<file path="config.mk">
export PLATFORM = sky130hd
export DESIGN_NAME = spf_top
export DESIGN_NICKNAME = d
export VERILOG_FILES = /design/src/hw/spf_pkg.sv /design/src/hw/spf_clkgen.sv /design/src/hw/spf_buf2.sv /design/src/hw/spf_top.sv
export SDC_FILE = /design/constraint.sdc
export NUM_CORES = 1
export LEC_CHECK = 0
export ABC_AREA = 0
export CAP_MARGIN = 20
export CORE_MARGIN = 5
export CORE_UTILIZATION = 29
export CTS_CLUSTER_DIAMETER = 200
export DETAILED_ROUTE_END_ITERATION = 6
export DONT_BUFFER_PORTS = 1
export GPL_TIMING_DRIVEN = 0
export SYNTH_ARGS = -nofsm -noshare
export SYNTH_HDL_FRONTEND = slang
export SYNTH_SLANG_ARGS = --single-unit
</file>
<file path="constraint.sdc">
create_clock -name CLOCK -period 16.2 [get_ports CLOCK]
set_input_delay 3.24 -clock CLOCK [delete_from_list [all_inputs] [get_ports CLOCK]]
set_output_delay 3.24 -clock CLOCK [all_outputs]
set_load 0.03 [all_outputs]
</file>
<file path="src/hw/spf_pkg.sv">
// shared constants, enumerations and carriers for the serial port format and clock block
package spf_pkg;

  // ****************************************
  // widths and reset values
  // ****************************************
  localparam int          CHAR_W       = 16;
  localparam int          CNT_W        = 8;
  localparam int          LANES        = 4;
  localparam int          BUF_DEPTH    = 2;
  localparam logic [3:0]  CLK_DIV_MAX  = 4'h8;
  localparam logic [7:0]  DIV_CNT_RST  = 8'h00;
  localparam logic [7:0]  PH_CNT_RST   = 8'h00;
  localparam logic [4:0]  CHAR_CNT_RST = 5'h00;
  localparam logic [15:0] SHIFT_RST    = 16'h0000;
  localparam logic [4:0]  CHAR_FULL    = 5'h10;
  localparam logic [7:0]  DUR_MIN      = 8'h01;

  // ****************************************
  // types
  // ****************************************
  typedef enum logic [1:0] {
    LW_SINGLE = 2'h0,
    LW_DUAL   = 2'h1,
    LW_QUAD   = 2'h2
  } spf_lane_e;

  typedef enum logic [2:0] {
    ST_IDLE   = 3'h0,
    ST_SETUP  = 3'h1,
    ST_ACTIVE = 3'h2,
    ST_INACT  = 3'h3,
    ST_FINISH = 3'h4
  } spf_state_e;

  typedef struct packed {
    logic             en;
    logic             controller;
    logic             three_wire;
    logic             tx_fifo_en;
    logic             rx_fifo_en;
    logic             hd_write;
    logic             clk_pha;
    logic             clk_pol;
    logic [1:0]       lane_width;
    logic [4:0]       char_bits;
    logic [3:0]       clk_div;
    logic [CNT_W-1:0] sck_high_count;
    logic [CNT_W-1:0] sck_low_count;
  } spf_cfg_s;

  typedef struct packed {
    logic [LANES-1:0] o;
    logic [LANES-1:0] oe;
  } spf_lanes_s;

endpackage : spf_pkg

</file>
<file path="src/hw/spf_clkgen.sv">
// power-of-two base tick divider for the serial clock generator
`timescale 1ns/1ps
module spf_clkgen (
  // clock and reset
  input  wire logic       clk,
  input  wire logic       rst_n,
  // control
  input  wire logic       run,
  input  wire logic [3:0] div,
  // base tick
  output logic            tick
);

  // ****************************************
  // divider
  // ****************************************
  logic [7:0] cnt;
  logic [7:0] last;
  logic [3:0] div_eff;

  // values above the legal top are clamped so the counter never wraps early
  always_comb begin
    div_eff = (div > spf_pkg::CLK_DIV_MAX) ? spf_pkg::CLK_DIV_MAX : div;
    last    = 8'((9'h001 << div_eff) - 9'h001);
  end

  always_ff @(posedge clk or negedge rst_n) begin
    if (!rst_n) begin
      cnt <= spf_pkg::DIV_CNT_RST;
    end else if (!run || cnt == last) begin
      cnt <= spf_pkg::DIV_CNT_RST;
    end else begin
      cnt <= 8'(cnt + 8'h01);
    end
  end

  assign tick = run && (cnt == last);

  a_tick_div_one: assert property (@(posedge clk) disable iff (!rst_n)
    (run && div == 4'h0 && $past(run)) |-> tick)
    else $error("base tick missing with divide by one");
  a_tick_div_two: assert property (@(posedge clk) disable iff (!rst_n)
    (tick && div == 4'h1 && $stable(div)) |=> (!tick || !run) ##1 (tick || !run))
    else $error("base tick period wrong with divide by two");

endmodule : spf_clkgen

</file>
<file path="src/hw/spf_buf2.sv">
// two-entry buffer with valid and ready on both sides
`timescale 1ns/1ps
module spf_buf2 (
  // clock and reset
  input  wire logic                       clk,
  input  wire logic                       rst_n,
  // fill side
  input  wire logic                       in_valid,
  output logic                            in_ready,
  input  wire logic [spf_pkg::CHAR_W-1:0] in_data,
  // drain side
  output logic                            out_valid,
  input  wire logic                       out_ready,
  output logic [spf_pkg::CHAR_W-1:0]      out_data
);

  logic [spf_pkg::CHAR_W-1:0] mem [spf_pkg::BUF_DEPTH];
  logic                       wr_ptr;
  logic                       rd_ptr;
  logic [1:0]                 count;
  logic                       push;
  logic                       pop;

  assign in_ready  = (count != 2'h2);
  assign out_valid = (count != 2'h0);
  assign push      = in_valid && in_ready;
  assign pop       = out_valid && out_ready;
  assign out_data  = mem[rd_ptr];

  always_ff @(posedge clk or negedge rst_n) begin
    if (!rst_n) begin
      mem[0] <= spf_pkg::SHIFT_RST;
      mem[1] <= spf_pkg::SHIFT_RST;
    end else if (push) begin
      mem[wr_ptr] <= in_data;
    end
  end

  always_ff @(posedge clk or negedge rst_n) begin
    if (!rst_n) begin
      wr_ptr <= 1'b0;
      rd_ptr <= 1'b0;
      count  <= 2'h0;
    end else begin
      if (push) wr_ptr <= ~wr_ptr;
      if (pop)  rd_ptr <= ~rd_ptr;
      count <= 2'(count + {1'b0, push} - {1'b0, pop});
    end
  end

  a_buf_count_track: assert property (@(posedge clk) disable iff (!rst_n)
    (push && !pop && count == 2'h1) |=> (count == 2'h2 && !in_ready))
    else $error("buffer did not report full after second word");

endmodule : spf_buf2

</file>
<file path="src/hw/spf_top.sv">
// serial port lane format, base clock and serial clock engine with phase and polarity
`timescale 1ns/1ps
module spf_top (
  // clock and reset
  input  wire logic                             CLOCK,
  input  wire logic                             RESETN,
  // static configuration
  input  wire spf_pkg::spf_cfg_s                CFG,
  // transmit characters
  input  wire logic                             TX_VALID,
  output logic                                  TX_READY,
  input  wire logic [spf_pkg::CHAR_W-1:0]       TX_DATA,
  // received characters
  output logic                                  RX_VALID,
  input  wire logic                             RX_READY,
  output logic [spf_pkg::CHAR_W-1:0]            RX_DATA,
  // status
  output logic                                  BUSY,
  output logic                                  RX_OVERRUN,
  // serial clock pin
  input  wire logic                             SCK_I,
  output logic                                  SCK_O,
  output logic                                  SCK_OE,
  // select pins
  input  wire logic                             SS0_N_I,
  output logic                                  SS_N_O,
  output logic                                  SS_OE,
  // data lanes
  input  wire logic [spf_pkg::LANES-1:0]        IO_LANE_I,
  output logic [spf_pkg::LANES-1:0]             IO_LANE_O,
  output logic [spf_pkg::LANES-1:0]             IO_LANE_OE
);

  // ****************************************
  // decode helpers
  // ****************************************
  // log2 of the bits moved per serial clock
  function automatic logic [1:0] lane_shift(input logic [1:0] lw);
    case (lw)
      spf_pkg::LW_DUAL: lane_shift = 2'h1;
      spf_pkg::LW_QUAD: lane_shift = 2'h2;
      default:          lane_shift = 2'h0;
    endcase
  endfunction : lane_shift

  // zero duration is stretched to one base period so the clock never stalls
  function automatic logic [7:0] dur_fix(input logic [7:0] d);
    dur_fix = (d == 8'h00) ? spf_pkg::DUR_MIN : d;
  endfunction : dur_fix

  // ****************************************
  // configuration decode
  // ****************************************
  spf_pkg::spf_cfg_s   cfg;
  spf_pkg::spf_state_e state;
  logic [1:0]          sh;
  logic [4:0]          n_cyc;
  logic [5:0]          bits_up;
  logic                ctrl;
  logic                tx_dir;
  logic                rx_take;
  logic [7:0]          act_dur;
  logic [7:0]          inact_dur;

  assign cfg  = CFG;
  assign sh   = lane_shift(cfg.lane_width);
  assign ctrl = cfg.en && cfg.controller;

  always_comb begin
    bits_up = 6'({1'b0, cfg.char_bits} + 6'((6'h01 << sh) - 6'h01));
    n_cyc   = 5'(bits_up >> sh);
  end

  // three-wire direction follows the FIFO enables; wide lanes follow the agreed direction
  always_comb begin
    if (cfg.three_wire && sh == 2'h0) begin
      tx_dir  = cfg.tx_fifo_en && !cfg.rx_fifo_en;
      rx_take = cfg.rx_fifo_en && !cfg.tx_fifo_en;
    end else if (sh != 2'h0) begin
      tx_dir  = cfg.hd_write;
      rx_take = !cfg.hd_write && cfg.rx_fifo_en;
    end else begin
      tx_dir  = 1'b1;
      rx_take = cfg.rx_fifo_en;
    end
  end

  // polarity only swaps which count rules the active phase
  assign act_dur   = dur_fix(cfg.clk_pol ? cfg.sck_low_count : cfg.sck_high_count);
  assign inact_dur = dur_fix(cfg.clk_pol ? cfg.sck_high_count : cfg.sck_low_count);

  // ****************************************
  // base clock
  // ****************************************
  logic base_tick;
  logic gen_run;

  assign gen_run = ctrl && (state != spf_pkg::ST_IDLE);

  spf_clkgen u_clkgen (
    .clk   (CLOCK),
    .rst_n (RESETN),
    .run   (gen_run),
    .div   (cfg.clk_div),
    .tick  (base_tick)
  );

  // ****************************************
  // controller sequencer
  // ****************************************
  logic [7:0] ph_cnt;
  logic [7:0] ph_dur;
  logic       ph_end;
  logic [4:0] clk_cnt;
  logic       last_cyc;
  logic       rx_room;
  logic       c_start;
  logic       c_lead;
  logic       c_trail;
  logic       buf_in_ready;

  assign rx_room  = buf_in_ready || !rx_take;
  assign c_start  = ctrl && (state == spf_pkg::ST_IDLE) && TX_VALID && rx_room;
  assign ph_dur   = (state == spf_pkg::ST_ACTIVE) ? act_dur : inact_dur;
  assign ph_end   = base_tick && ({1'b0, ph_cnt} + 9'h001 >= {1'b0, ph_dur});
  assign last_cyc = (clk_cnt == 5'(n_cyc - 5'h01));
  // select goes low in setup, first clock edge only after a full inactive phase
  assign c_lead   = ph_end && (state == spf_pkg::ST_SETUP || state == spf_pkg::ST_INACT);
  assign c_trail  = ph_end && (state == spf_pkg::ST_ACTIVE);

  always_ff @(posedge CLOCK or negedge RESETN) begin
    if (!RESETN) begin
      state <= spf_pkg::ST_IDLE;
    end else if (!ctrl) begin
      state <= spf_pkg::ST_IDLE;
    end else begin
      case (state)
        spf_pkg::ST_IDLE:   if (c_start) state <= spf_pkg::ST_SETUP;
        spf_pkg::ST_SETUP:  if (ph_end) state <= spf_pkg::ST_ACTIVE;
        spf_pkg::ST_ACTIVE: if (ph_end) state <= last_cyc ? spf_pkg::ST_FINISH : spf_pkg::ST_INACT;
        spf_pkg::ST_INACT:  if (ph_end) state <= spf_pkg::ST_ACTIVE;
        spf_pkg::ST_FINISH: if (ph_end) state <= spf_pkg::ST_IDLE;
        default:            state <= spf_pkg::ST_IDLE;
      endcase
    end
  end

  always_ff @(posedge CLOCK or negedge RESETN) begin
    if (!RESETN) begin
      ph_cnt <= spf_pkg::PH_CNT_RST;
    end else if (state == spf_pkg::ST_IDLE || ph_end) begin
      ph_cnt <= spf_pkg::PH_CNT_RST;
    end else if (base_tick) begin
      ph_cnt <= 8'(ph_cnt + 8'h01);
    end
  end

  // ****************************************
  // target edge detection
  // ****************************************
  logic sck_prev;
  logic sel_prev;
  logic t_sel;
  logic t_lead;
  logic t_trail;
  logic t_load;

  // pins are synchronous to CLOCK, so one stored sample is enough for edges
  assign t_sel   = cfg.en && !cfg.controller && !SS0_N_I;
  assign t_lead  = t_sel && (sck_prev == cfg.clk_pol) && (SCK_I != cfg.clk_pol);
  assign t_trail = t_sel && (sck_prev != cfg.clk_pol) && (SCK_I == cfg.clk_pol);

  always_ff @(posedge CLOCK or negedge RESETN) begin
    if (!RESETN) begin
      sck_prev <= 1'b0;
      sel_prev <= 1'b0;
    end else begin
      sck_prev <= SCK_I;
      sel_prev <= t_sel;
    end
  end

  // ****************************************
  // shared shift engine
  // ****************************************
  logic                       lead;
  logic                       trail;
  logic                       sample_ev;
  logic                       launch_ev;
  logic                       char_done;
  logic                       load;
  logic [spf_pkg::CHAR_W-1:0] tx_shift;
  logic [spf_pkg::CHAR_W-1:0] rx_shift;
  logic [spf_pkg::CHAR_W-1:0] next_rx;
  logic [spf_pkg::CHAR_W-1:0] rx_word;
  logic [spf_pkg::CHAR_W-1:0] load_word;
  logic [3:0]                 lane_in;
  logic [4:0]                 extra;

  assign lead      = ctrl ? c_lead : t_lead;
  assign trail     = ctrl ? c_trail : t_trail;
  // phase picks the sampling edge; polarity never enters here
  assign sample_ev = cfg.clk_pha ? trail : lead;
  assign launch_ev = cfg.clk_pha ? lead : trail;
  assign char_done = trail && last_cyc;
  assign t_load    = cfg.en && !cfg.controller && ((t_sel && !sel_prev) || (char_done && t_sel));
  assign load      = c_start || t_load;
  // target with nothing queued shifts out zeros
  assign load_word = TX_VALID ? TX_DATA : spf_pkg::SHIFT_RST;
  assign TX_READY  = ctrl ? ((state == spf_pkg::ST_IDLE) && rx_room) : t_load;

  always_comb begin
    case (sh)
      2'h1:    lane_in = {2'b00, IO_LANE_I[1:0]};
      2'h2:    lane_in = IO_LANE_I;
      // four-wire controller listens on lane one, everything else on lane zero
      default: lane_in = {3'b000, (ctrl && !cfg.three_wire) ? IO_LANE_I[1] : IO_LANE_I[0]};
    endcase
    case (sh)
      2'h1:    next_rx = {rx_shift[13:0], lane_in[1:0]};
      2'h2:    next_rx = {rx_shift[11:0], lane_in};
      default: next_rx = {rx_shift[14:0], lane_in[0]};
    endcase
    if (!sample_ev) next_rx = rx_shift;
    extra   = 5'((n_cyc << sh) - cfg.char_bits);
    rx_word = (next_rx >> extra) & (16'hffff >> (spf_pkg::CHAR_FULL - cfg.char_bits));
  end

  always_ff @(posedge CLOCK or negedge RESETN) begin
    if (!RESETN) begin
      tx_shift <= spf_pkg::SHIFT_RST;
    end else if (load) begin
      // characters leave most significant bit first from the top of the register
      tx_shift <= 16'(load_word << (spf_pkg::CHAR_FULL - cfg.char_bits));
    end else if (launch_ev && !(cfg.clk_pha && clk_cnt == spf_pkg::CHAR_CNT_RST)) begin
      tx_shift <= 16'(tx_shift << (5'h01 << sh));
    end
  end

  always_ff @(posedge CLOCK or negedge RESETN) begin
    if (!RESETN) begin
      rx_shift <= spf_pkg::SHIFT_RST;
    end else begin
      rx_shift <= next_rx;
    end
  end

  always_ff @(posedge CLOCK or negedge RESETN) begin
    if (!RESETN) begin
      clk_cnt <= spf_pkg::CHAR_CNT_RST;
    end else if (load || char_done || (!ctrl && !t_sel)) begin
      clk_cnt <= spf_pkg::CHAR_CNT_RST;
    end else if (trail) begin
      clk_cnt <= 5'(clk_cnt + 5'h01);
    end
  end

  // ****************************************
  // receive buffer
  // ****************************************
  logic rx_push;

  assign rx_push = char_done && rx_take;

  spf_buf2 u_rxbuf (
    .clk       (CLOCK),
    .rst_n     (RESETN),
    .in_valid  (rx_push),
    .in_ready  (buf_in_ready),
    .in_data   (rx_word),
    .out_valid (RX_VALID),
    .out_ready (RX_READY),
    .out_data  (RX_DATA)
  );

  // a controller waits for room before starting, so only a target can overrun
  always_ff @(posedge CLOCK or negedge RESETN) begin
    if (!RESETN) begin
      RX_OVERRUN <= 1'b0;
    end else begin
      RX_OVERRUN <= rx_push && !buf_in_ready;
    end
  end

  // ****************************************
  // pin drive
  // ****************************************
  spf_pkg::spf_lanes_s next_lanes;
  logic                act;

  assign act = ctrl ? (state != spf_pkg::ST_IDLE) : t_sel;

  always_comb begin
    next_lanes.o  = {4{tx_shift[15]}};
    next_lanes.oe = 4'h0;
    case (sh)
      2'h1: begin
        next_lanes.o  = {2'b00, tx_shift[15:14]};
        next_lanes.oe = (act && tx_dir) ? 4'h3 : 4'h0;
      end
      2'h2: begin
        next_lanes.o  = tx_shift[15:12];
        next_lanes.oe = (act && tx_dir) ? 4'hf : 4'h0;
      end
      default: begin
        if (cfg.three_wire) begin
          next_lanes.oe = (act && tx_dir) ? 4'h1 : 4'h0;
        end else if (act) begin
          next_lanes.oe = ctrl ? 4'h1 : 4'h2;
        end
      end
    endcase
    if (!cfg.en) next_lanes.oe = 4'h0;
  end

  // all pin outputs register together so clock, select and data keep their spacing
  always_ff @(posedge CLOCK or negedge RESETN) begin
    if (!RESETN) begin
      SCK_O      <= 1'b0;
      SCK_OE     <= 1'b0;
      SS_N_O     <= 1'b1;
      SS_OE      <= 1'b0;
      IO_LANE_O  <= 4'h0;
      IO_LANE_OE <= 4'h0;
      BUSY       <= 1'b0;
    end else begin
      SCK_O      <= (ctrl && state == spf_pkg::ST_ACTIVE) ? !cfg.clk_pol : cfg.clk_pol;
      SCK_OE     <= ctrl;
      SS_N_O     <= !(ctrl && state != spf_pkg::ST_IDLE);
      SS_OE      <= ctrl;
      IO_LANE_O  <= next_lanes.o;
      IO_LANE_OE <= next_lanes.oe;
      BUSY       <= act;
    end
  end

  // ****************************************
  // checks
  // ****************************************
  a_disabled_no_drive: assert property (@(posedge CLOCK) disable iff (!RESETN)
    !cfg.en |=> (IO_LANE_OE == 4'h0 && !SCK_OE && !SS_OE))
    else $error("pins driven while port disabled");
  a_three_wire_lane: assert property (@(posedge CLOCK) disable iff (!RESETN)
    (cfg.en && cfg.three_wire && sh == 2'h0) |=> !IO_LANE_OE[1])
    else $error("second lane driven in three-wire format");
  a_three_wire_read: assert property (@(posedge CLOCK) disable iff (!RESETN)
    (cfg.en && cfg.three_wire && sh == 2'h0 && cfg.rx_fifo_en && !cfg.tx_fifo_en) |=> IO_LANE_OE == 4'h0)
    else $error("shared line driven during read");
  a_three_wire_write: assert property (@(posedge CLOCK) disable iff (!RESETN)
    (ctrl && cfg.three_wire && sh == 2'h0 && tx_dir && state == spf_pkg::ST_ACTIVE) |=> IO_LANE_OE == 4'h1)
    else $error("shared line not driven during write");
  a_dual_lanes: assert property (@(posedge CLOCK) disable iff (!RESETN)
    (ctrl && sh == 2'h1 && cfg.hd_write && state == spf_pkg::ST_ACTIVE) |=> IO_LANE_OE == 4'h3)
    else $error("dual write does not drive two lanes");
  a_quad_lanes: assert property (@(posedge CLOCK) disable iff (!RESETN)
    (ctrl && sh == 2'h2 && cfg.hd_write && state == spf_pkg::ST_ACTIVE) |=> IO_LANE_OE == 4'hf)
    else $error("quad write does not drive four lanes");
  a_target_ignores: assert property (@(posedge CLOCK) disable iff (!RESETN)
    (cfg.en && !cfg.controller && SS0_N_I) |-> (!t_lead && !t_trail && !t_load) ##1 IO_LANE_OE == 4'h0)
    else $error("deselected target reacted to the link");
  a_select_first: assert property (@(posedge CLOCK) disable iff (!RESETN)
    (ctrl && SCK_O != cfg.clk_pol && $stable(cfg.clk_pol)) |-> !SS_N_O)
    else $error("serial clock left idle level without select");
  a_idle_level: assert property (@(posedge CLOCK) disable iff (!RESETN)
    (ctrl && state == spf_pkg::ST_IDLE) [*2] |-> SCK_O == cfg.clk_pol)
    else $error("serial clock not at idle level between transfers");
  a_phase_edges: assert property (@(posedge CLOCK) disable iff (!RESETN)
    (ctrl && c_lead && !cfg.clk_pha) |-> (sample_ev && !launch_ev))
    else $error("phase zero does not sample on the first edge");

endmodule : spf_top

</file>
Word-level counts from Yosys, hierarchy flattened
Cells that the tools add are included.
{"block": "op_classes", "n_addsub": 12, "order_cmp": 5, "eq_ne": 19, "shifts": 9, "mux": 52, "bitwise": 5, "n_reduce_logical": 70}
{"cell": "16-bit two-way mux", "n": 8}
{"cell": "8-bit two-way mux", "n": 8}
{"cell": "1-bit logical AND", "n": 35}
{"cell": "32-bit bitwise mux", "n": 1}
{"cell": "16-bit case mux with 2 select lines", "n": 1}
{"cell": "16-bit by 5-bit left shift with 16-bit output", "n": 2}
{"cell": "4-bit case mux with 2 select lines", "n": 3}
{"cell": "3-bit two-way mux", "n": 6}
{"cell": "8-bit by 1-bit adder with 8-bit output (second input constant)", "n": 2}
{"cell": "16-bit AND", "n": 1}
{"cell": "16-bit demux with 1-bit select", "n": 1}
{"cell": "8-bit logical NOT", "n": 2}
{"cell": "16-bit by 5-bit right shift with 16-bit output", "n": 1}
{"cell": "16-bit by 5-bit right shift with 16-bit output (first input constant)", "n": 1}
{"cell": "1-bit logical NOT", "n": 14}
{"cell": "1-bit two-way mux", "n": 13}
{"cell": "4-bit two-way mux", "n": 3}
{"cell": "3-bit case mux with 4 select lines", "n": 1}
{"cell": "5-bit two-way mux", "n": 2}
{"cell": "2-bit nonzero test", "n": 5}
{"cell": "8-bit by 1-bit adder with 9-bit output (second input constant)", "n": 1}
{"cell": "9-bit by 8-bit >= comparator with 1-bit output", "n": 1}
{"cell": "3-bit inequality test (second input constant)", "n": 3}
{"cell": "8-bit equality test", "n": 1}
{"cell": "38 further kinds", "n": 56}
{"block": "totals", "ff_bits": 107, "input_bits": 61, "elab_cells": 192}

Longest topological paths before layout
Gate-level depths: netlist of run 1.
{"block": "logic_depth", "ltp_word": 17, "depth_mapped": 27, "ltp_nobuf": 23}

Hierarchy
From an unflattened synthesis of run 1, not the netlist that was laid out.
{"block": "hier_totals", "hier_cells": 982, "hier_area_um2": 8869.8}
{"module": "spf_top", "n_inst": 1, "cells_per_inst": 805, "area_per_inst_um2": 6562.5, "seq_area_each_um2": 1552.7}
{"module": "spf_buf2", "n_inst": 1, "cells_per_inst": 108, "area_per_inst_um2": 1682.9, "seq_area_each_um2": 900.9}
{"module": "spf_clkgen", "n_inst": 1, "cells_per_inst": 69, "area_per_inst_um2": 624.3, "seq_area_each_um2": 200.2}

Least setup slack after synthesis of run 1
Ideal clock, no wire load.
{"block": "synth_timing", "kind": "input -> output", "from": "input CFG[26] (netlist bit)", "to": "output TX_READY", "t_arrival_ns": 8.603, "path_slack_ns": 4.357, "path_stages": 21, "n_path_buf": 5, "cell_sequence": "inv_1 > ha_1 > clkbuf_1 > clkbuf_1 > buf_1 > clkbuf_1 > nand2_1 > clkbuf_1 > xnor2_1 > ha_1 > a21oi_2 > xnor2_1 > mux4_2 > inv_1 > ha_1 > o21ai_0 > a211o_1 > or4b_1 > a211oi_2 > nor2b_1 > o21ai_0"}
{"block": "synth_between", "elab_chain_len": 13}
{"item": "from (decl)", "line_no": "spf_top.sv:8", "text": "input wire spf_pkg::spf_cfg_s CFG,"}
{"item": "2-bit equality test or 2-bit by 1-bit equality test with 1-bit output (tied branches)", "line_no": "spf_top.sv:39", "text": "case (lw)"}
{"item": "2-bit case mux with 2 select lines (*)", "line_no": "spf_top.sv:39"}
{"item": "1-bit by 2-bit left shift with 6-bit output", "line_no": "spf_top.sv:70", "text": "bits_up = 6'({1'b0, cfg.char_bits} + 6'((6'h01 << sh) - 6'h01));"}
{"item": "6-bit by 1-bit subtractor with 6-bit output", "line_no": "spf_top.sv:70"}
{"item": "5-bit by 6-bit adder with 6-bit output", "line_no": "spf_top.sv:70"}
{"item": "6-bit by 2-bit right shift with 5-bit output", "line_no": "spf_top.sv:71", "text": "n_cyc = 5'(bits_up >> sh);"}
{"item": "5-bit by 1-bit subtractor with 5-bit output", "line_no": "spf_top.sv:126", "text": "assign last_cyc = (clk_cnt == 5'(n_cyc - 5'h01));"}
{"item": "5-bit equality test", "line_no": "spf_top.sv:126"}
{"item": "1-bit logical AND", "line_no": "spf_top.sv:205", "text": "assign char_done = trail && last_cyc;"}
{"item": "1-bit logical AND", "line_no": "spf_top.sv:206", "text": "assign t_load = cfg.en && !cfg.controller && ((t_sel && !sel_prev) || (char_done && t_sel));"}
{"item": "1-bit logical OR", "line_no": "spf_top.sv:206"}
{"item": "1-bit logical AND", "line_no": "spf_top.sv:206"}
{"item": "1-bit two-way mux (*)", "line_no": "spf_top.sv:210", "text": "assign TX_READY = ctrl ? ((state == spf_pkg::ST_IDLE) && rx_room) : t_load;"}
{"item": "to (decl)", "line_no": "spf_top.sv:11", "text": "output logic TX_READY,"}
Mark *: on every way between the ends. The rest lies on a longest branch, timed or not.

Worst setup path in the final report of run 1
Same ends and word-level chain as after synthesis.

==> impl_results.md, run 1 <==
- Minimum period implied by the final worst setup slack: 13.12 ns
- CP max-delay cell: o21ai_0
- Post-CTS Setup Bufs: 0
- Worst-margin pin slew: 1.14 ns
- Leading cell type in the layout, fill and taps excluded: dfrtp_1
- Largest area contributor in the netlist: dfrtp_1
- Total gr overflow: 0
- Die Area: 34700 um^2
- Area contributors post-synth: dfrtp_1 (29%), mux2i_1 (6.3%), mux4_2 (6.0%), mux2_2 (5.7%), ha_1 (4.9%)
- Synth async-reset ratio: 100%
- Max frequency: 76.2 MHz
- CTS tree: yes
- Post-CTS Resized: 0
- Worst Hold Class: reg -> reg
- Antenna-violating nets left: 0
- Clk_lat worst skew: 0.37 ns
- Final nets: 1137
- Slew Limit Fails: 0
- First-pass GRT wire length: 41900 um
- HPWL Detailed: 20900 um
- Site Rows: 64
- Register area share after synthesis: 29.5%
- Maxcap violations: 0
- CTS max path bufs: 2
- Clock Skew: 0.0120 ns
- Worst-path clk slew: 0.08 ns
- Port Buf Inserts: 0
- Inserted Clock Buffers: 9
- Worst VDD drop: 0.0505 mV
- Yosys reg bits: 106
- WP data arrival: 9.88 ns
- CP startpoint kind: primary input
- Post-Syn Instances: 1028
- First-pass detailed-route iteration total: 5
- Req. time, crit path: 12.96 ns
- DRT iter0 DRCs: 693
- CP endpoint kind: primary output
- Vert. Die Dim: 186 um
- RSZ-0062 raised after global routing: false
- Vias in the first global route: 7614
- Total GRT Usage: 15.1%
- Avg WL per Cell: 18.4 um
- Post-synthesis net count: 1126
- Synth warn: 0
- Largest net degree at the start of global routing: 107
- Hold slack: 0.479 ns
- Initial Util: 29.4%
- Vias/cell: 5.52
- Area fraction of the dominant cell type after synthesis: 29.2%
- Die width: 186 um
- Leak Pwr: 4.08 nW
- Relative slew slack: 22.9%
- Detailed-route DRC error count: 0
- # setup viols final: 0
- Root Driver: clkbuf_16
- Total wire length: 26500 um
- Status: completed
- CP peak stage delay: 0.90 ns
- Post-Place Setup Slack: 3.16 ns
- Most used cell, CP: clkbuf_1
- Initial antenna violation count: 0
- H-tree lvl count: 3
- Fin. Hold Viols: 0
- Max FO, Critical Path: 10
- Crit-path cells: inv_1 -> ha_1 -> clkbuf_1 -> clkbuf_1 -> buf_1 -> clkbuf_1 -> nand2_1 -> clkbuf_1 -> xnor2_1 -> ha_1 -> a21oi_2 -> xnor2_1 -> mux4_2 -> inv_1 -> ha_1 -> o21ai_0 -> a211o_1 -> or4b_1 -> a211oi_2 -> nor2b_1 -> o21ai_0
- Syn Std Cell Area: 9010 um^2
- Core footprint: 30700 um^2
- Period Utilization, post-route: 81.0%
- Final GP Congestion: 0.914
- Synth unique cells: 77
- I/O pin cnt: 93
- CTS sink cnt: 106
- Setup total negative slack: 0 ns
- Post-synth EDFFs: 0
- DR vias: 7955
- Final setup margin: 3.08 ns
- Proportion of layout cells with a drive suffix above 1: 10.5%
- FILL cells: 3245
- P per Cell Area: 97.7 nW/um^2
- Most frequent cells in the layout: dfrtp_1 (105), nand2_1 (99), nor2_1 (84), o21ai_0 (74), inv_1 (60)
- Dominant synthesized flop cell: dfrtp_1
- Post-cts hold buffer count: 0
- Avg Inst Size Synth: 8.76 um^2
- Critical path class: in -> out
- Area growth from synthesis to layout: 8.80%
- ANT cells: 0
[flip-flops by register name, summed over array words and instances, names as in the netlist]
register	cells
BUSY	1
IO_LANE_O	4
IO_LANE_OE	3
RX_OVERRUN	1
SCK_O	1
SS_N_O	1
SS_OE	1
clk_cnt	5
ph_cnt	8
rx_shift	16
sck_prev	1
sel_prev	1
state	3
tx_shift	16
u_clkgen.cnt	8
u_rxbuf.count	2
u_rxbuf.mem	32
u_rxbuf.rd_ptr	1
u_rxbuf.wr_ptr	1
[through the flow]
stage	std cells	power [mW]	instance area [um^2]	util [%]
floorplan	1028	0.631	9010	-
CTS	1440	0.958	9800	32.0
finish	1440	0.958	9800	32.0
global placement	1424	0.728	9510	31.0
detailed placement	1424	0.729	9510	31.0
global route	1440	1.02	9800	32.0
[final cells by class]
type	count	area (um^2)	area share (%)
Multi-Input combinational cell	795	5850	59.7
Tap cell	396	495	5.05
Sequential cell	106	2650	27.1
Inverter	63	236	2.41
Clock inverter	7	72.6	0.740
Buffer	64	265	2.71
Clock buffer	9	225	2.30
[Yosys cell counts (all sizes together), types with 23 or more instances]
library cell,n
a21oi,56
clkbuf,48
dfrtp,105
ha,35
inv,60
mux2,55
mux2i,57
mux4,24
nand2,99
nand3,26
nor2,84
nor3,23
o21ai,81
xnor2,27
[worst paths after layout]
path / from / endpoint / slack [ns] / cells after the start
setup / recovery: CFG[26] / TX_READY / 3.08 / 21
hold / removal: u_rxbuf.mem[31] / u_rxbuf.mem[31] / 0.48 / 2
setup reg to reg: state[0] / u_rxbuf.mem[17] / 10.93 / 18
hold reg to reg: u_rxbuf.mem[31] / u_rxbuf.mem[31] / 0.48 / 2
max in group asynchronous: RESETN / SS_N_O / 13.39 / 0
min in group asynchronous: RESETN / u_clkgen.cnt[0] / 2.58 / 0
[layer usage]
layer	up-vias	GRT usage, %	wire [um]	share of wire, %
li1	3792	-	-	-
met1	3880	20.9	12000	45
met2	257	24.0	12100	46
met3	26	3.60	2010	7.6
met4	0	3.50	362	1.4
met5	-	0	0	0
[cell families after synthesis]
group | after synthesis | share of synthesized area, %
AO/OA/AOI/OAI | 266 | 19.2
multiplexers | 136 | 19.3
flip-flops | 106 | 29.5
XOR/XNOR | 43 | 4.33
adder cells (fa/ha/maj) | 37 | 5.30
AND/OR/NAND/NOR | 313 | 16.8
buffers and inverters | 127 | 5.57
[report_power, final]
| part | switching [mW] | total (mW) | internal (mW) | leakage (nW) |
|---|---|---|---|---|
| sequential | 0.0315 | 0.321 | 0.289 | 1.42 |
| combinational | 0.247 | 0.410 | 0.163 | 2.52 |
| clock | 0.118 | 0.227 | 0.109 | 0.143 |
[worst max-delay path: cells and delay by family]
family          cells  cell delay, ns
buf+inv             7            2.18
compound gates      5            1.99
simple gates        3            0.84
fa+ha+maj           3            0.70
mux                 1            0.53
xor+xnor            2            0.38
Note: power is estimated with default switching activity, not from simulation.
==> run 2, diff against run 1 <==
--- a/config.mk
+++ b/config.mk
@@ -5,7 +5,7 @@
 export SDC_FILE = /design/constraint.sdc
 export NUM_CORES = 1
 export LEC_CHECK = 0
-export ABC_AREA = 0
+export ABC_AREA = 1
 export CAP_MARGIN = 20
 export CORE_MARGIN = 5
 export CORE_UTILIZATION = 29
==> constraint.sdc (replaced) <==
create_clock -name CLOCK -period 13 [get_ports CLOCK]
set_input_delay 2.6 -clock CLOCK [delete_from_list [all_inputs] [get_ports CLOCK]]
set_output_delay 2.6 -clock CLOCK [all_outputs]
set_load 0.03 [all_outputs]
==> run 2 against run 1 <==
Non-clock buffer count is 10 lower; register-to-register slack lost 2.2 ns; critical endpoint unchanged; largest power group unchanged; count of clock-buffer cells in the layout rose by 2; clock power increased by 23%; routed wire length increased by 1.7%; global-route usage is 0.78 points higher; clock skew is 0.0019 ns lower.
==> impl_results.md, run 2 <==
- Die Area: 34300 um^2 (was 34700 um^2)
- Post-cts hold buffer count: 0 (unchanged)
- Site Rows: 64 (unchanged)
- Period Utilization, post-route: 75.1%
- Initial antenna violation count: 0 (unchanged)
- Register area share after synthesis: 29.8% (was 29.5%)
- Synth async-reset ratio: 100% (unchanged)
- Total GRT Usage: 15.9% (was 15.1%)
- Reg power frac: 33.8% (was 33.5%)
- Post-synthesis simple-gate area fraction: 36.9% (was 16.8%)
- Final setup margin: 3.24 ns (was 3.08 ns)
- Detailed-route DRC error count: 0 (unchanged)
- Syn Std Cell Area: 8900 um^2 (was 9010 um^2)
- Status: completed (unchanged)
- Post-Syn Instances: 1345 (was 1028)
- Post-synth EDFFs: 0 (unchanged)
- Area occupied by multi-input gates: 5380 um^2 (was 5850 um^2)
- Avg Inst Size Synth: 6.62 um^2 (was 8.76 um^2)
- Vert. Die Dim: 185 um (was 186 um)
- Post-Place Cells: 1741 (was 1424)
- Most frequent cells in the layout: nand2_1 (436), nand3_1 (151), inv_1 (137), o21ai_0 (111), dfrtp_1 (105) (was dfrtp_1 (105), nand2_1 (99), nor2_1 (84), o21ai_0 (74), inv_1 (60))
- Antenna-violating nets left: 0 (unchanged)
- Reg2Reg Depth: 22 (was 18)
- Clk_lat worst skew: 0.37 ns (about the same)
- Dpl cell area: 9400 um^2 (was 9510 um^2)
- Worst-margin pin slew: 1.03 ns (was 1.14 ns)
- Dominant synthesized flop cell: dfrtp_1 (unchanged)
- RSZ-0062 raised after global routing: false (unchanged)
- Post-CTS Resized: 0 (unchanged)
- Synth unique cells: 56 (was 77)
- Worst VDD drop: 0.0694 mV (was 0.0505 mV)
- Total wire length: 26900 um (was 26500 um)
- Relative slew slack: 30.4% (was 22.9%)
- ANT cells: 0 (unchanged)
- Total gr overflow: 0 (unchanged)
- WP data arrival: 7.16 ns (was 9.88 ns)
- Final GP Congestion: 0.957 (was 0.914)
- Reg-to-reg startpoint: state[2] (was state[0])
- Core footprint: 30400 um^2 (was 30700 um^2)
- DRT iter0 DRCs: 775 (was 693)
- Finished Cell Area: 9680 um^2 (was 9800 um^2)
- Top Registers: u_rxbuf.mem: 32 flops, rx_shift: 16 flops, tx_shift: 16 flops (unchanged)
- R2R Setup Slk: 8.78 ns (was 10.93 ns)
- Internal Power: 0.656 mW (was 0.562 mW)
- Post-Place Setup Slack: 3.36 ns (was 3.16 ns)
- Leak Pwr: 4.86 nW (was 4.08 nW)
- CP endpoint kind: primary output (unchanged)
- Non-filler cells, final: 1757 (was 1440)
- Setup crit end: TX_READY (unchanged)
- Post-synthesis xor/xnor area fraction: 3.15% (was 4.33%)
- Vias in the first global route: 8419 (was 7614)
- Setup total negative slack: 0 ns (unchanged)
- Inserted Clock Buffers: 9 (unchanged)
- Adder-Cell Fraction of Synth Area: 5.37% (was 5.30%)
- Vias/cell: 5.07 (was 5.52)
- H-tree lvl count: 3 (unchanged)
- P_sw: 0.524 mW (was 0.396 mW)
- DR vias: 8912 (was 7955)
- Slew Limit Fails: 0 (unchanged)
- Register area: 2650 um^2 (unchanged)
- Synth warn: 0 (unchanged)
- Commonest cells in the netlist: nand2_1 (436), nand3_1 (151), inv_1 (137), o21ai_0 (111), dfrtp_1 (105) (was dfrtp_1 (105), nand2_1 (99), nor2_1 (84), o21ai_0 (74), inv_1 (60))
- Area growth from synthesis to layout: 8.77% (was 8.80%)
- Clk network pwr share: 23.7% (about the same)
- Max FO, Critical Path: 10 (unchanged)
- Post-synthesis net count: 1443 (was 1126)
- CTS sink cnt: 106 (unchanged)
- Largest Register: u_rxbuf.mem (unchanged)
- First-pass detailed-route iteration total: 5 (unchanged)
- Yosys reg bits: 106 (unchanged)
- Main combinational cell family by area after synthesis: simple AND/OR/NAND/NOR gates (was multiplexers)
- Max frequency: 102 MHz
- CTS tree: yes (unchanged)
- Initial Util: 29.3% (was 29.4%)
- Setup crit start: CFG[26] (unchanged)
- Hold slack: 0.474 ns (was 0.479 ns)
- Avg WL per Cell: 15.3 um (was 18.4 um)
- First-pass GRT wire length: 44000 um (was 41900 um)
- # setup viols final: 0 (unchanged)
- Minimum period implied by the final worst setup slack: 9.76 ns
- Synth Area in Compound Gates: 13.5% (was 19.2%)
- Post-CTS Setup Bufs: 0 (unchanged)
- Clock Skew: 0.0101 ns (was 0.0120 ns)
- CTS max path bufs: 2 (unchanged)
- CP startpoint kind: primary input (unchanged)
- FILL cells: 3356 (was 3245)
- Critical path class: in -> out (unchanged)
- Final nets: 1454 (was 1137)
- Largest area contributor in the netlist: dfrtp_1 (unchanged)
- Area contributors post-synth: dfrtp_1 (30%), nand2_1 (18%), nand3_1 (8.5%), o21ai_0 (6.2%), inv_1 (5.8%) (was dfrtp_1 (29%), mux2i_1 (6.3%), mux4_2 (6.0%), mux2_2 (5.7%), ha_1 (4.9%))
- Mux contribution to synthesized area: 1.57% (was 19.3%)
- I/O pin cnt: 93 (unchanged)
- Switch share: 44.4% (was 41.4%)
- Req. time, crit path: 10.40 ns (was 12.96 ns)
- HPWL Detailed: 21500 um (was 20900 um)
- Maxcap violations: 0 (unchanged)
- Die width: 185 um (was 186 um)
- Root Driver: clkbuf_16 (unchanged)
- Port Buf Inserts: 0 (unchanged)
- Largest net degree at the start of global routing: 107 (unchanged)
- Count leader, synth: nand2_1 (was dfrtp_1)
- Comb power frac: 42.5% (was 42.8%)
- Max reg flops: 32 (unchanged)
- P per Cell Area: 122 nW/um^2 (was 97.7 nW/um^2)
- Proportion of layout cells with a drive suffix above 1: 6.54% (was 10.5%)
- Area fraction of the dominant cell type after synthesis: 29.5% (was 29.2%)
- Worst Hold Class: reg -> reg (unchanged)
- Worst-path clk slew: 0.08 ns (about the same)
- Worst r2r dst: tx_shift[6] (was u_rxbuf.mem[17])
- Leading cell type in the layout, fill and taps excluded: nand2_1 (was dfrtp_1)
- Fin. Hold Viols: 0 (unchanged)
## run 2: through the flow
stage	power [mW]	utilization, %
after floorplan	0.774	-
after global placement	0.893	30.9
after detailed placement	0.899	30.9
after CTS	1.18	31.8
after global routing	1.27	31.8
final	1.18	31.8
## run 2: layer usage
layer	GRT usage, %	vias up	part of all wire, %
met3	3.14	37	6.7
met2	26.2	273	46
met5	0	-	0
met4	4.08	0	2.2
li1	-	4442	-
met1	21.4	4160	45
## run 2: critical path: stages
cell      delay, ns
inv_1          0.03
ha_1           0.25
inv_1          0.11
clkbuf_1       0.37
clkbuf_1       0.45
ha_1           0.19
inv_1          0.04
ha_1           0.21
fa_1           0.40
xnor2_1        0.17
o21ai_0        0.27
nand2_1        0.16
nand2_1        0.20
inv_1          0.11
ha_1           0.31
xor2_1         0.16
nand3_1        0.10
nor2_1         0.11
nand2_1        0.10
nor2_4         0.17
nand2_4        0.08
nand2_1        0.06
nand2_1        0.13
nand2_1        0.36
## run 2: cells by family (layout without fill, tap and decap cells)
| family | after synthesis | count (layout) |
|---|---|---|
| compound gates | 210 | 210 |
| xor+xnor | 32 | 32 |
| fa+ha+maj | 37 | 37 |
| buf+inv | 203 | 219 |
| flops | 106 | 106 |
| mux | 14 | 14 |
| simple gates | 743 | 743 |
## run 2: cell type report
class | instances | area share [%]
Clock buffer | 11 | 2.51
Sequential cell | 106 | 27.4
Inverter | 149 | 5.83
Clock inverter | 5 | 0.439
Buffer | 54 | 3.09
Tap cell | 396 | 5.12
Multi-Input combinational cell | 1036 | 55.6
## run 2: power groups by stage
stage          sequential (mW)  combinational [mW]  clock (mW)
2_1_floorplan            0.398               0.376           0
3_3_place_gp             0.406               0.488           0
3_5_place_dp             0.406               0.493           0
4_1_cts                  0.400               0.497       0.287
5_1_grt                  0.404               0.572       0.298
6_report                 0.399               0.501       0.280
## run 2: worst min path at each step
| stage | from | endpoint | slack (ns) | cells after the start |
|---|---|---|---|---|
| 2_1_floorplan | tx_shift[14] | tx_shift[14] | 0.44 | 2 |
| 3_3_place_gp | u_rxbuf.mem[29] | u_rxbuf.mem[29] | 0.46 | 2 |
| 3_5_place_dp | u_rxbuf.mem[29] | u_rxbuf.mem[29] | 0.46 | 2 |
| 4_1_cts | u_rxbuf.mem[29] | u_rxbuf.mem[29] | 0.48 | 2 |
| 5_1_grt | tx_shift[14] | tx_shift[14] | 0.51 | 2 |
| 6_report | tx_shift[14] | tx_shift[14] | 0.47 | 2 |
==> run 3, diff against run 2 <==
--- a/config.mk
+++ b/config.mk
@@ -5,7 +5,7 @@
 export SDC_FILE = /design/constraint.sdc
 export NUM_CORES = 1
 export LEC_CHECK = 0
-export ABC_AREA = 1
+export ABC_AREA = 0
 export CAP_MARGIN = 20
 export CORE_MARGIN = 5
 export CORE_UTILIZATION = 29
==> constraint.sdc (replaced) <==
create_clock -name CLOCK -period 9.69 [get_ports CLOCK]
set_input_delay 1.938 -clock CLOCK [delete_from_list [all_inputs] [get_ports CLOCK]]
set_output_delay 1.938 -clock CLOCK [all_outputs]
set_load 0.03 [all_outputs]
==> run 3 against run 2 <==
Register-to-register slack worse by 4.4 ns; non-clock buffer count is 9 higher; die area is 1.2% higher; final area grew 1.3%; core utilization increased by 0.15 points; cell count shrank 18%; clock power rose by 36%; count of clock-buffer cells in the layout down 2; worst setup slack lost 2.8 ns; global-route usage down 0.79 points; largest power group unchanged.
==> impl_results.md, run 3 (synthesis gave the netlist of run 1 again) <==
- Status: completed (unchanged)
- H-tree lvl count: 3 (unchanged)
- Antenna-violating nets left: 0 (unchanged)
- Worst Hold Class: reg -> reg (unchanged)
- Total GRT Usage: 15.1% (was 15.9%)
- Final core utilization: 32.0% (was 31.8%)
- Site Rows: 64 (unchanged)
- Slew Limit Fails: 0 (unchanged)
- Crit-path cells: inv_1 -> ha_1 -> clkbuf_1 -> clkbuf_2 -> buf_2 -> nand2_1 -> clkbuf_1 -> xnor2_1 -> ha_1 -> a21oi_2 -> xnor2_1 -> mux4_2 -> inv_1 -> ha_1 -> o21ai_0 -> a211o_1 -> or4b_1 -> a211oi_2 -> nor2b_1 -> o21ai_2 (was inv_1 -> ha_1 -> inv_1 -> clkbuf_1 -> clkbuf_1 -> ha_1 -> inv_1 -> ha_1 -> fa_1 -> xnor2_1 -> o21ai_0 -> nand2_1 -> nand2_1 -> inv_1 -> ha_1 -> xor2_1 -> nand3_1 -> nor2_1 -> nand2_1 -> nor2_4 -> nand2_4 -> nand2_1 -> nand2_1 -> nand2_1)
- CTS tree: yes (unchanged)
- Worst-path clk slew: 0.08 ns (about the same)
- Total gr overflow: 0 (unchanged)
- Relative slew slack: 28.4% (was 30.4%)
- P per Cell Area: 163 nW/um^2 (was 122 nW/um^2)
- Vias in the first global route: 7611 (was 8419)
- Top Registers: u_rxbuf.mem: 32 flops, rx_shift: 16 flops, tx_shift: 16 flops (unchanged)
- DRT iter0 DRCs: 668 (was 775)
- Critical path class: in -> out (unchanged)
- First-pass detailed-route iteration total: 5 (unchanged)
- CP endpoint kind: primary output (unchanged)
- PnR Total Power: 1.60 mW (was 1.18 mW)
- Detailed-route DRC error count: 0 (unchanged)
- Inserted Clock Buffers: 9 (unchanged)
- Maxcap violations: 0 (unchanged)
- Leak Pwr: 4.09 nW (was 4.86 nW)
- DR vias: 7968 (was 8912)
- Req. time, crit path: 7.75 ns (was 10.40 ns)
- Vias/cell: 5.54 (was 5.07)
- Clk_lat worst skew: 0.36 ns (was 0.37 ns)
- Area growth from synthesis to layout: 8.83% (was 8.77%)
- Final GP Congestion: 0.914 (was 0.957)
- Minimum period implied by the final worst setup slack: 9.28 ns
- # setup viols final: 0 (unchanged)
- Worst-margin pin slew: 1.07 ns (was 1.03 ns)
- Final nets: 1136 (was 1454)
- HPWL Detailed: 20900 um (was 21500 um)
- Max reg flops: 32 (unchanged)
- Proportion of layout cells with a drive suffix above 1: 10.8% (was 6.54%)
- First-pass GRT wire length: 41900 um (was 44000 um)
- Setup total negative slack: 0 ns (unchanged)
- GR Util met1: 20.9% (was 21.4%)
- Port Buf Inserts: 0 (unchanged)
- CP max-delay cell: or4b_1 (was clkbuf_1)
- RSZ-0062 raised after global routing: false (unchanged)
- Avg WL per Cell: 18.4 um (was 15.3 um)
- Leading cell type in the layout, fill and taps excluded: dfrtp_1 (was nand2_1)
- Post-CTS Setup Bufs: 0 (unchanged)
- Post-CTS Resized: 4 (was 0)
- Reg2Reg Depth: 18 (was 22)
- Initial Util: 29.4% (was 29.3%)
- Post-cts hold buffer count: 0 (unchanged)
- CP peak stage delay: 0.58 ns (was 0.45 ns)
- Initial antenna violation count: 0 (unchanged)
- Max frequency: 108 MHz
- Fin. Hold Viols: 0 (unchanged)
- CTS sink cnt: 106 (unchanged)
- ANT cells: 0 (unchanged)
- Vert. Die Dim: 186 um (was 185 um)
- Most frequent cells in the layout: dfrtp_1 (105), nand2_1 (99), nor2_1 (84), o21ai_0 (73), inv_1 (60) (was nand2_1 (436), nand3_1 (151), inv_1 (137), o21ai_0 (111), dfrtp_1 (105))
- CP startpoint kind: primary input (unchanged)
- Die width: 186 um (was 185 um)
- I/O pin cnt: 93 (unchanged)
- Max FO, Critical Path: 19 (was 10)
- Largest net degree at the start of global routing: 107 (unchanged)
- Grt met2 use: 24.0% (was 26.2%)
- Clock Skew: 0.0120 ns (was 0.0101 ns)
- Largest Register: u_rxbuf.mem (unchanged)
- Worst hold stages: 2 (unchanged)
- Period Utilization, post-route: 95.8%
- WP data arrival: 7.35 ns (was 7.16 ns)
- CTS max path bufs: 2 (unchanged)
- Routing usage on met3: 3.60% (was 3.14%)
- Worst VDD drop: 0.0841 mV (was 0.0694 mV)
- Die Area: 34700 um^2 (was 34300 um^2)
- Core footprint: 30700 um^2 (was 30400 um^2)
- Total wire length: 26400 um (was 26900 um)
- Root Driver: clkbuf_16 (unchanged)
- Most used cell, CP: ha_1 (was nand2_1)
- Grt peak-use layer: met2 (unchanged)
[run 3: changes by cell type in the layout (fill, tap and decap cells not counted), sizes merged, moves of 14 or more]
cell	change
o21ai	-41
nand3	-137
mux4	+24
clkbuf	+17
a21oi	+18
xnor2	+22
mux2i	+43
nor3	+14
inv	-86
nand2	-348
mux2	+55
[run 3: final cells by class]
type                            instances  area, um^2
Multi-Input combinational cell        795        5860
Fill cell                            3248       20900
Buffer                                 63         264
Sequential cell                       106        2650
Clock inverter                          7        72.6
Clock buffer                            9         225
Tap cell                              396         495
Inverter                               63         236
[run 3: final timing paths]
path                       slack (ns)               to             from
setup / recovery                 0.41         TX_READY          CFG[26]
hold / removal                   0.48  u_rxbuf.mem[31]  u_rxbuf.mem[31]
setup reg to reg                 4.41  u_rxbuf.mem[17]         state[0]
hold reg to reg                  0.48  u_rxbuf.mem[31]  u_rxbuf.mem[31]
max in group asynchronous        8.18           SS_N_O           RESETN
min in group asynchronous        1.28  u_clkgen.cnt[0]           RESETN
[run 3: report_power, final]
group / switching [mW] / leakage [nW] / total [mW] / internal, mW
Clock: 0.197 / 0.143 / 0.380 / 0.183
Sequential: 0.0529 / 1.42 / 0.536 / 0.483
Combinational: 0.413 / 2.52 / 0.686 / 0.273
Total: 0.664 / 4.09 / 1.60 / 0.939
[run 3: routing by layer]
layer / up-vias / share of wire (%)
li1: 3797 / -
met1: 3898 / 46
met2: 245 / 46
met3: 28 / 6.9
met4: 0 / 1.4
met5: - / 0
[run 3: metrics by stage]
step	cells	setup WS [ns]	hold slack, ns	area [um^2]
floorplan	1028	0.451	0.443	9010
global route	1439	0.00239	0.507	9810
global placement	1424	-0.693	0.459	9510
CTS	1440	0.133	0.481	9810
finish	1439	0.405	0.479	9810
detailed placement	1424	-0.743	0.463	9510
[run 3: worst max-delay path: cells and delay by family]
kind	cells	cell delay, ns
compound gates	5	1.48
xor+xnor	2	0.39
fa+ha+maj	3	0.70
buf+inv	6	1.45
mux	1	0.53
simple gates	3	0.85
